$ cat src/rtl/umc_pkg.sv
// Constants and types for the modem bridge pin block
// How it works
// Reset pin high 64 cycles forces full reset
// Reset pin ends idle or powerdown mode
// Frame start pulse low for 8 states
// Modem controller drives host interrupt high on events
// Ring wake edge notifies host to resume
// Low address byte multiplexed with data, open drain
// High address byte on separate output port
// Fetch strobe only for external program reads
// Read strobe only for external data reads
// Write strobe for every external write
// Three active-low indicator outputs light LEDs
// Active-low switch for isolated side power
// Active-low reset for modem side parts
// Both speed straps high select full speed
// Low overcurrent sense flags downstream overcurrent
// Address latch pulse opens each bus cycle
// Code source strap latched at reset release
// Write data held throughout write strobe
package umc_pkg;

	// =====================================================
	// Timing counts
	localparam int RST_HOLD_CYC  = 64;
	localparam int SOF_STATES    = 8;
	localparam int CLK_PER_STATE = 1;
	localparam int SOF_PULSE_CYC = SOF_STATES * CLK_PER_STATE;
	localparam int STRB_CYC      = 4;
	localparam int SETTLE_CYC    = 7;

	// =====================================================
	// Reset values and memory map
	localparam logic       PIN_IDLE    = 1'b1;
	localparam logic [7:0] HI_ADDR_RST = 8'hFF;
	localparam logic [7:0] DATA_RST    = 8'h00;
	localparam logic       STRAP_RST   = 1'b0;
	localparam logic [15:0] ROM_LIMIT  = 16'h2000;

	// =====================================================
	// Enumerations
	typedef enum logic [2:0]
	{
		ACC_CODE  = 3'b001,
		ACC_READ  = 3'b010,
		ACC_WRITE = 3'b100
	} umc_acc_t;

	typedef enum logic [2:0]
	{
		MODE_NORMAL = 3'b001,
		MODE_IDLE   = 3'b010,
		MODE_PDOWN  = 3'b100
	} umc_mode_t;

	typedef enum logic [4:0]
	{
		BUS_IDLE = 5'b00001,
		BUS_ADDR = 5'b00010,
		BUS_HOLD = 5'b00100,
		BUS_STRB = 5'b01000,
		BUS_END  = 5'b10000
	} umc_bus_t;

endpackage

$ cat src/rtl/umc_mem_if.sv
// Request and answer carrier between core logic and bus engine
`timescale 1ns/1ns
interface umc_mem_if;
	logic             req;
	umc_pkg::umc_acc_t kind;
	logic [15:0]      addr;
	logic [7:0]       wdata;
	logic             busy;
	logic             done;
	logic [7:0]       rdata;

	modport host
	(
		output req, kind, addr, wdata,
		input  busy, done, rdata
	);
	modport engine
	(
		input  req, kind, addr, wdata,
		output busy, done, rdata
	);
endinterface

$ cat src/rtl/umc_pins_top.sv
// Pin-level logic of the USB modem bridge controller
`timescale 1ns/1ns
module umc_pins_top
(
	// Clock and system reset
	input  wire logic        sys_clk,
	input  wire logic        rst_n,
	// Reset pin and straps
	input  wire logic        reset_pin,
	input  wire logic        code_source_strap,
	input  wire logic        full_speed_strap,
	input  wire logic        loop_select_strap,
	// Interrupt, wake and sense pins
	input  wire logic        host_irq_input,
	input  wire logic        ring_wake_input,
	input  wire logic        overcurrent_sense,
	// External memory bus pins
	output logic             addr_latch,
	input  wire logic [7:0]  muxed_addr_data_port_i,
	output logic [7:0]       muxed_addr_data_port_o,
	output logic [7:0]       muxed_addr_data_port_oe,
	output logic [7:0]       high_address_port,
	output logic             program_fetch_strobe_n,
	output logic             read_strobe_n,
	output logic             write_strobe_n,
	// Indicator and modem control pins
	output logic             led_ready_n,
	output logic             led_carrier_detect_n,
	output logic             led_data_n,
	output logic             isolated_power_switch_n,
	output logic             modem_side_reset_out_n,
	output logic             frame_start_n,
	// Core memory requests
	input  wire logic        mem_req,
	input  wire logic [2:0]  mem_kind,
	input  wire logic [15:0] mem_addr,
	input  wire logic [7:0]  mem_wdata,
	output logic             mem_ready,
	output logic             mem_done,
	output logic [7:0]       mem_rdata,
	output logic             mem_on_chip,
	// Core controls
	input  wire logic        core_ready_led,
	input  wire logic        core_carrier_led,
	input  wire logic        core_data_led,
	input  wire logic        core_power_on,
	input  wire logic        core_modem_reset,
	input  wire logic        frame_locked,
	input  wire logic        sof_seen,
	input  wire logic        enter_idle,
	input  wire logic        enter_powerdown,
	// Core status
	output logic [2:0]       mode,
	output logic             full_reset,
	output logic             code_off_chip,
	output logic             full_speed_mode,
	output logic             overcurrent,
	output logic             host_irq_line,
	output logic             ring_notify
);

	umc_mem_if mif ();

	logic              blk_rst;
	logic              in_rst_q;
	logic [6:0]        hold_cnt_q;
	logic [1:0]        rpin_q;
	logic [1:0]        code_q;
	logic [1:0]        fs_q;
	logic [1:0]        pll_q;
	logic [1:0]        irq_q;
	logic [2:0]        ring_q;
	logic [1:0]        ovr_q;
	logic              code_strap_q;
	logic              full_speed_q;
	logic              overcurrent_q;
	logic              host_irq_q;
	logic              ring_notify_q;
	umc_pkg::umc_mode_t mode_q;
	logic [3:0]        sof_cnt_q;
	logic              frame_start_n_q;
	logic              on_chip_q;
	logic              take;
	logic              inside_rom;
	logic [2:0]        since_q;

	function automatic logic rom_hit(input logic [2:0] kind, input logic [15:0] addr,
		input logic strap);
		rom_hit = (kind == umc_pkg::ACC_CODE) && strap && (addr < umc_pkg::ROM_LIMIT);
	endfunction

	// =====================================================
	// Pin synchronisers
	always_ff @(posedge sys_clk)
	begin
		if (!rst_n)
		begin
			rpin_q <= 2'b00;
			code_q <= {code_q[0], code_source_strap};
			fs_q   <= 2'b00;
			pll_q  <= 2'b00;
			irq_q  <= 2'b00;
			ring_q <= 3'b111;
			ovr_q  <= 2'b11;
		end
		else
		begin
			rpin_q <= {rpin_q[0], reset_pin};
			code_q <= {code_q[0], code_source_strap};
			fs_q   <= {fs_q[0], full_speed_strap};
			pll_q  <= {pll_q[0], loop_select_strap};
			irq_q  <= {irq_q[0], host_irq_input};
			ring_q <= {ring_q[1:0], ring_wake_input};
			ovr_q  <= {ovr_q[0], overcurrent_sense};
		end
	end

	// =====================================================
	// Reset pin hold counter
	always_ff @(posedge sys_clk)
	begin
		if (!rst_n || !rpin_q[1])
			hold_cnt_q <= 7'h00;
		else if (hold_cnt_q != 7'(umc_pkg::RST_HOLD_CYC))
			hold_cnt_q <= hold_cnt_q + 7'h01;
	end

	assign full_reset = (hold_cnt_q == 7'(umc_pkg::RST_HOLD_CYC));
	assign blk_rst    = !rst_n || full_reset;

	// =====================================================
	// Strap capture at reset release
	always_ff @(posedge sys_clk)
	begin
		in_rst_q <= blk_rst;
		if (!rst_n)
			code_strap_q <= umc_pkg::STRAP_RST;
		else if (in_rst_q && !blk_rst)
			code_strap_q <= code_q[1];
	end

	assign code_off_chip = !code_strap_q;

	// =====================================================
	// Power mode
	always_ff @(posedge sys_clk)
	begin
		if (blk_rst || rpin_q[1])
			mode_q <= umc_pkg::MODE_NORMAL;
		else
		begin
			case (mode_q)
				umc_pkg::MODE_NORMAL:
				begin
					if (enter_powerdown)
						mode_q <= umc_pkg::MODE_PDOWN;
					else if (enter_idle)
						mode_q <= umc_pkg::MODE_IDLE;
				end
				umc_pkg::MODE_IDLE:  mode_q <= umc_pkg::MODE_IDLE;
				umc_pkg::MODE_PDOWN: mode_q <= umc_pkg::MODE_PDOWN;
				default:             mode_q <= umc_pkg::MODE_NORMAL;
			endcase
		end
	end

	assign mode = mode_q;

	// =====================================================
	// Frame start pulse
	always_ff @(posedge sys_clk)
	begin
		if (blk_rst)
		begin
			sof_cnt_q       <= 4'h0;
			frame_start_n_q <= umc_pkg::PIN_IDLE;
		end
		else if (frame_start_n_q && frame_locked && sof_seen)
		begin
			sof_cnt_q       <= 4'(umc_pkg::SOF_PULSE_CYC - 1);
			frame_start_n_q <= 1'b0;
		end
		else if (sof_cnt_q != 4'h0)
			sof_cnt_q <= sof_cnt_q - 4'h1;
		else
			frame_start_n_q <= umc_pkg::PIN_IDLE;
	end

	assign frame_start_n = frame_start_n_q;

	// =====================================================
	// Interrupt, wake, sense and speed status
	always_ff @(posedge sys_clk)
	begin
		if (!rst_n)
		begin
			host_irq_q    <= 1'b0;
			ring_notify_q <= 1'b0;
			overcurrent_q <= 1'b0;
			full_speed_q  <= 1'b0;
		end
		else
		begin
			host_irq_q    <= irq_q[1];
			ring_notify_q <= !ring_q[1] && ring_q[2];
			overcurrent_q <= !ovr_q[1];
			full_speed_q  <= fs_q[1] && pll_q[1];
		end
	end

	assign host_irq_line   = host_irq_q;
	assign ring_notify     = ring_notify_q;
	assign overcurrent     = overcurrent_q;
	assign full_speed_mode = full_speed_q;

	// =====================================================
	// Indicator and modem control outputs
	always_ff @(posedge sys_clk)
	begin
		if (blk_rst)
		begin
			led_ready_n             <= umc_pkg::PIN_IDLE;
			led_carrier_detect_n    <= umc_pkg::PIN_IDLE;
			led_data_n              <= umc_pkg::PIN_IDLE;
			isolated_power_switch_n <= umc_pkg::PIN_IDLE;
			modem_side_reset_out_n  <= umc_pkg::PIN_IDLE;
		end
		else
		begin
			led_ready_n             <= !core_ready_led;
			led_carrier_detect_n    <= !core_carrier_led;
			led_data_n              <= !core_data_led;
			isolated_power_switch_n <= !core_power_on;
			modem_side_reset_out_n  <= !core_modem_reset;
		end
	end

	// =====================================================
	// Memory request routing
	assign inside_rom = rom_hit(mem_kind, mem_addr, code_strap_q);
	assign mem_ready  = !blk_rst && mode_q == umc_pkg::MODE_NORMAL && !mif.busy && !on_chip_q;
	assign take       = mem_req && mem_ready;
	assign mif.req    = take && !inside_rom;
	assign mif.kind   = umc_pkg::umc_acc_t'(mem_kind);
	assign mif.addr   = mem_addr;
	assign mif.wdata  = mem_wdata;

	always_ff @(posedge sys_clk)
	begin
		if (blk_rst)
			on_chip_q <= 1'b0;
		else
			on_chip_q <= take && inside_rom;
	end

	assign mem_done    = mif.done || on_chip_q;
	assign mem_rdata   = mif.rdata;
	assign mem_on_chip = on_chip_q;

	umc_ext_bus u_bus
	(
		.sys_clk                 (sys_clk),
		.core_rst                (blk_rst),
		.mif                     (mif),
		.addr_latch              (addr_latch),
		.muxed_addr_data_port_i  (muxed_addr_data_port_i),
		.muxed_addr_data_port_o  (muxed_addr_data_port_o),
		.muxed_addr_data_port_oe (muxed_addr_data_port_oe),
		.high_address_port       (high_address_port),
		.program_fetch_strobe_n  (program_fetch_strobe_n),
		.read_strobe_n           (read_strobe_n),
		.write_strobe_n          (write_strobe_n)
	);

	// =====================================================
	// Checks
	always_ff @(posedge sys_clk)
	begin
		if (!rst_n)
			since_q <= 3'h0;
		else if (since_q != 3'(umc_pkg::SETTLE_CYC))
			since_q <= since_q + 3'h1;
	end
endmodule

$ cat src/rtl/umc_ext_bus.sv
// External memory bus cycle engine
`timescale 1ns/1ns
module umc_ext_bus
(
	// Clock and reset
	input  wire logic       sys_clk,
	input  wire logic       core_rst,
	// Request side
	umc_mem_if.engine       mif,
	// Bus pins
	output logic            addr_latch,
	input  wire logic [7:0] muxed_addr_data_port_i,
	output logic [7:0]      muxed_addr_data_port_o,
	output logic [7:0]      muxed_addr_data_port_oe,
	output logic [7:0]      high_address_port,
	output logic            program_fetch_strobe_n,
	output logic            read_strobe_n,
	output logic            write_strobe_n
);

	umc_pkg::umc_bus_t st_q;
	umc_pkg::umc_acc_t kind_q;
	logic [7:0]        lo_q;
	logic [7:0]        wdata_q;
	logic [7:0]        hi_q;
	logic [7:0]        rdata_q;
	logic [2:0]        cnt_q;
	logic [7:0]        p0_s1_q;
	logic [7:0]        p0_s2_q;
	logic              strobe_any;
	logic              drive_addr;
	logic              drive_data;

	// =====================================================
	// Read data synchroniser
	always_ff @(posedge sys_clk)
	begin
		if (core_rst)
		begin
			p0_s1_q <= umc_pkg::DATA_RST;
			p0_s2_q <= umc_pkg::DATA_RST;
		end
		else
		begin
			p0_s1_q <= muxed_addr_data_port_i;
			p0_s2_q <= p0_s1_q;
		end
	end

	// =====================================================
	// Cycle sequencer
	always_ff @(posedge sys_clk)
	begin
		if (core_rst)
		begin
			st_q  <= umc_pkg::BUS_IDLE;
			cnt_q <= 3'h0;
		end
		else
		begin
			case (st_q)
				umc_pkg::BUS_IDLE: if (mif.req) st_q <= umc_pkg::BUS_ADDR;
				umc_pkg::BUS_ADDR: st_q <= umc_pkg::BUS_HOLD;
				umc_pkg::BUS_HOLD:
				begin
					st_q  <= umc_pkg::BUS_STRB;
					cnt_q <= 3'(umc_pkg::STRB_CYC - 1);
				end
				umc_pkg::BUS_STRB:
				begin
					if (cnt_q == 3'h0)
						st_q <= umc_pkg::BUS_END;
					else
						cnt_q <= cnt_q - 3'h1;
				end
				umc_pkg::BUS_END: st_q <= umc_pkg::BUS_IDLE;
				default: st_q <= umc_pkg::BUS_IDLE;
			endcase
		end
	end

	// =====================================================
	// Request capture and address holding
	always_ff @(posedge sys_clk)
	begin
		if (core_rst)
		begin
			kind_q  <= umc_pkg::ACC_CODE;
			lo_q    <= umc_pkg::DATA_RST;
			wdata_q <= umc_pkg::DATA_RST;
			hi_q    <= umc_pkg::HI_ADDR_RST;
		end
		else if (st_q == umc_pkg::BUS_IDLE && mif.req)
		begin
			kind_q  <= mif.kind;
			lo_q    <= mif.addr[7:0];
			wdata_q <= mif.wdata;
			hi_q    <= mif.addr[15:8];
		end
	end

	always_ff @(posedge sys_clk)
	begin
		if (core_rst)
			rdata_q <= umc_pkg::DATA_RST;
		else if (st_q == umc_pkg::BUS_STRB && cnt_q == 3'h0 && kind_q != umc_pkg::ACC_WRITE)
			rdata_q <= p0_s2_q;
	end

	// =====================================================
	// Pin drive
	assign addr_latch = (st_q == umc_pkg::BUS_ADDR);
	assign drive_addr = (st_q == umc_pkg::BUS_ADDR) || (st_q == umc_pkg::BUS_HOLD);
	assign drive_data = (kind_q == umc_pkg::ACC_WRITE)
		&& ((st_q == umc_pkg::BUS_STRB) || (st_q == umc_pkg::BUS_END));
	// Open drain: only zeros are driven
	assign muxed_addr_data_port_o  = 8'h00;
	assign muxed_addr_data_port_oe = drive_addr ? ~lo_q : (drive_data ? ~wdata_q : 8'h00);
	assign high_address_port       = hi_q;
	assign program_fetch_strobe_n  =
		!(st_q == umc_pkg::BUS_STRB && kind_q == umc_pkg::ACC_CODE);
	assign read_strobe_n  = !(st_q == umc_pkg::BUS_STRB && kind_q == umc_pkg::ACC_READ);
	assign write_strobe_n = !(st_q == umc_pkg::BUS_STRB && kind_q == umc_pkg::ACC_WRITE);
	assign strobe_any     = !(program_fetch_strobe_n && read_strobe_n && write_strobe_n);

	assign mif.busy  = (st_q != umc_pkg::BUS_IDLE);
	assign mif.done  = (st_q == umc_pkg::BUS_END);
	assign mif.rdata = rdata_q;
endmodule

$ cat config.mk
export PLATFORM = sky130hd
export DESIGN_NAME = umc_pins_top
export DESIGN_NICKNAME = d
export VERILOG_FILES = /design/src/rtl/umc_pkg.sv /design/src/rtl/umc_mem_if.sv /design/src/rtl/umc_pins_top.sv /design/src/rtl/umc_ext_bus.sv
export SDC_FILE = /design/constraint.sdc
export NUM_CORES = 1
export LEC_CHECK = 0
export ABC_AREA = 1
export BUFFER_PORTS_ARGS = -buffer_cell sky130_fd_sc_hd__buf_2
export CAP_MARGIN = 40
export CORE_UTILIZATION = 50
export CTS_BUF_LIST = sky130_fd_sc_hd__clkbuf_2
export DETAILED_ROUTE_END_ITERATION = 8
export GPL_TIMING_DRIVEN = 0
export PLACE_DENSITY = 0.76
export SLEW_MARGIN = 30
export SYNTH_ARGS = -nofsm -noshare
export SYNTH_HDL_FRONTEND = slang
export SYNTH_HIERARCHICAL = 1
export SYNTH_SLANG_ARGS = --single-unit
$ cat constraint.sdc
create_clock -name sys_clk -period 3 [get_ports sys_clk]
set_input_delay 0.3 -clock sys_clk [delete_from_list [all_inputs] [get_ports sys_clk]]
set_output_delay 0.3 -clock sys_clk [all_outputs]
set_load 0.02 [all_outputs]
==> flow_summary.toml <==
[place]
gp_congestion = 0.765
placed_cell_area_sq_mm = 0.00468
io_buffers = 98
dp_slack_ns = 0.784
dp_hpwl_mm = 5.69

[hold_path]
min_path_type = "in2reg"
worstHoldStart = "mem_req"
hold_depth = 3
hold_end = "mem_on_chip$_SDFF_PP0_"

[clock_tree]
clock_latency_ns = 0.54
cts_hold_buf = 47
cts_sinks = 101
cts_tree = "done"
cts_max_level = 3
cts_made_buffers = 9
cts_resized = 0
cts_root_buf = "clkbuf_2"
cts_buffer_depth = 2
cts.reportedPaths.clkPinSlew_ns = 0.25
post_cts_buffers = 0

[detailed_routing]
vias = 3606
vias_per_cell = 4.61
drc = 0
wl_per_cell_um = 10.9
wl_mm = 8.56
drtIter0Drc = 122
drtAntennaViolNets = 0
first_pass_iters = 6

[synth]
netlist_area_sq_mm = 0.00403
ys.flop_type = "dfxtp_1"
syn_inst = 512
ys_warn_count = 6
synthDistinctLibCells = 31
yosysSeqAreaShare = 0.501
synth-seq-cells = 101
avgSynthCellArea_sq_um = 7.88
synthArstFlopShare = 0
synth_edf_count = 0

[timing]
slew_headroom = 0.564
hold_viol = 0
fin_crit_sh = 0.811
fin_crit_ns = 2.43
rsz0062_at_grt = "false"
hold_ws_ns = 0.0679
fin_skew_ns = 0.0266
fmax_ghz = 0.411
maxSlewViolCount = 0
setup_slack_ns = 0.568
setup_viol = 0
tns_ns = 0
tightest_slew_ns = 0.654

[final_layout]
fillers = 624
diodes = 0
regArea_sq_mm = 0.00202
multi_input_area_sq_mm = 0.00156
nets = 735
postLayoutCellArea_sq_mm = 0.00530
final_cell_mix = "nand2_1 (112), buf_2 (101), dfxtp_1 (101)"
drive_gt1_frac = 0.274
layout_commonest_cell = "nand2_1"
syn_to_final_growth_pct = 31.3

[pwr]
power.leakage_nw = 2.53
power_density_mw_per_mm2 = 530
irDropWorstVdd_uv = 382
power_w = 0.00281

[floorplanning]
dieArea_sq_mm = 0.00843
initial_core_util = 0.519
die_width_um = 91.8
boundaryPins = 108
coreArea_sq_mm = 0.00777
die_h_um = 91.8
row_count = 32

[critical_path]
crit_type = "reg2out"
rr_startpoint = "u_bus/st_q[2]$_SDFFE_PP0P_"
crit_slowest_cell = "dfxtp_1"
cpPeakStageDelay_ns = 0.38
cp_max_fo = 9
crit_chain = "inv_1 > nand3_2 > inv_1 > nand3_1 > o21ai_0 > buf_2"
crit_required_ns = 2.70
reg2reg_slack_ns = 0.73
worstReg2RegEnd = "u_bus/high_address_port[5]$_SDFFE_PP1P_"
end_kind = "output pin"
cp-start-kind = "flip-flop"
cp.arrival_ns = 2.13
crit_top_cell = "inv_1"
rr_worst_depth = 11

[grt]
grt_pass1_vias = 3378
gr-total-overflow = 0
antenna_found_initial = 0
grtUsageTotal = 0.211
grt_max_degree = 19
grt_pass1_wl_mm = 14.3

[outcome]
status = "completed"

[job]
timing.max_cap.violations = 0
## cell families after synthesis
| group | after synthesis | share of synthesized area |
|---|---|---|
| AND/OR/NAND/NOR | 259 | 0.297 |
| AO/OA/AOI/OAI | 37 | 0.0558 |
| other | 1 | 0.000930 |
| adder cells (fa/ha/maj) | 6 | 0.0186 |
| buffers and inverters | 104 | 0.118 |
| flip-flops | 101 | 0.501 |
| XOR/XNOR | 4 | 0.00869 |
## how the worst max path moves through the flow
stage,to,slack (ns),start,depth (start not counted)
final,muxed_addr_data_port_oe[0],0.57,u_bus/kind_q[1]$_SDFFE_PP0P_,6
after global routing,muxed_addr_data_port_oe[0],0.34,u_bus/kind_q[1]$_SDFFE_PP0P_,6
after CTS,muxed_addr_data_port_oe[0],0.53,u_bus/kind_q[0]$_SDFFE_PP1P_,6
after detailed placement,u_bus/lo_q[2]$_SDFFE_PP0P_,0.78,u_bus/st_q[2]$_SDFFE_PP0P_,11
after global placement,u_bus/kind_q[2]$_SDFFE_PP0P_,0.82,u_bus/st_q[2]$_SDFFE_PP0P_,11
after floorplan,u_bus/lo_q[1]$_SDFFE_PP0P_,1.07,u_bus/st_q[0]$_SDFFE_PP1P_,12
## layer usage
layer  vias up  routed length (um)  global-route usage
met4         0                 133              0.0964
met1      1618                3750               0.249
met5         -                   0                   0
li1       1878                   -                   -
met2        99                4280               0.370
met3        11                 394              0.0398
## stage by stage
step | utilization | instances
2_1_floorplan | - | 519
3_3_place_gp | 0.602 | 719
3_5_place_dp | 0.602 | 719
4_1_cts | 0.682 | 782
5_1_grt | 0.682 | 782
6_report | 0.682 | 782
## worst max-delay path, delay by kind of cell, from the launching register on
| family | cells | cell delay, ns |
|---|---|---|
| compound gates | 1 | 0.28 |
| simple gates | 2 | 0.47 |
| buf+inv | 3 | 0.48 |
| flops | 1 | 0.38 |
## power by group
part	leakage (nW)	internal (W)	total [W]	switching (W)
combinational	1.62	0.000238	0.000575	0.000337
sequential	0.828	0.00144	0.00149	0.0000463
clock	0.0811	0.000287	0.000743	0.000456
## state kept, by name, summed over array words and instances (netlist names), 5 cells and up
register / flops
hold_cnt_q: 7
u_bus/lo_q: 8
u_bus/p0_s2_q: 8
u_bus/p0_s1_q: 8
u_bus/mif.rdata: 8
u_bus/wdata_q: 8
u_bus/st_q: 5
u_bus/high_address_port: 8
## cells in the mapped netlist, types with 2 or more instances
master      n  area (sq um)
ha_1        6          75.1
nor2_1     58           218
nand2_1   112           420
buf_1       2          7.51
buf_4      11          82.6
nor2_2     10          62.6
nand3_1    26           130
nor2_4      2          22.5
buf_6       4          45.0
a21oi_2    10          87.6
a21oi_1    14          70.1
o21ai_0    12          60.1
nor3_1      4          20.0
nand2_4     2          22.5
buf_2       3          15.0
inv_2       3          11.3
or2_2       9          56.3
dfxtp_1   101          2020
nand2_2    13          81.3
nand4_1    20           125
clkbuf_1    3          11.3
xnor2_1     3          26.3
inv_1      76           285
## cell type report
| class | instances | area share |
|---|---|---|
| Sequential cell | 101 | 0.382 |
| Multi-Input combinational cell | 314 | 0.295 |
| Timing Repair Buffer | 145 | 0.181 |
| Inverter | 81 | 0.0590 |
| Buffer | 23 | 0.0305 |
| Tap cell | 102 | 0.0241 |
| Clock inverter | 7 | 0.0196 |
| Clock buffer | 9 | 0.00850 |
Power figures use the tool's default switching activity.
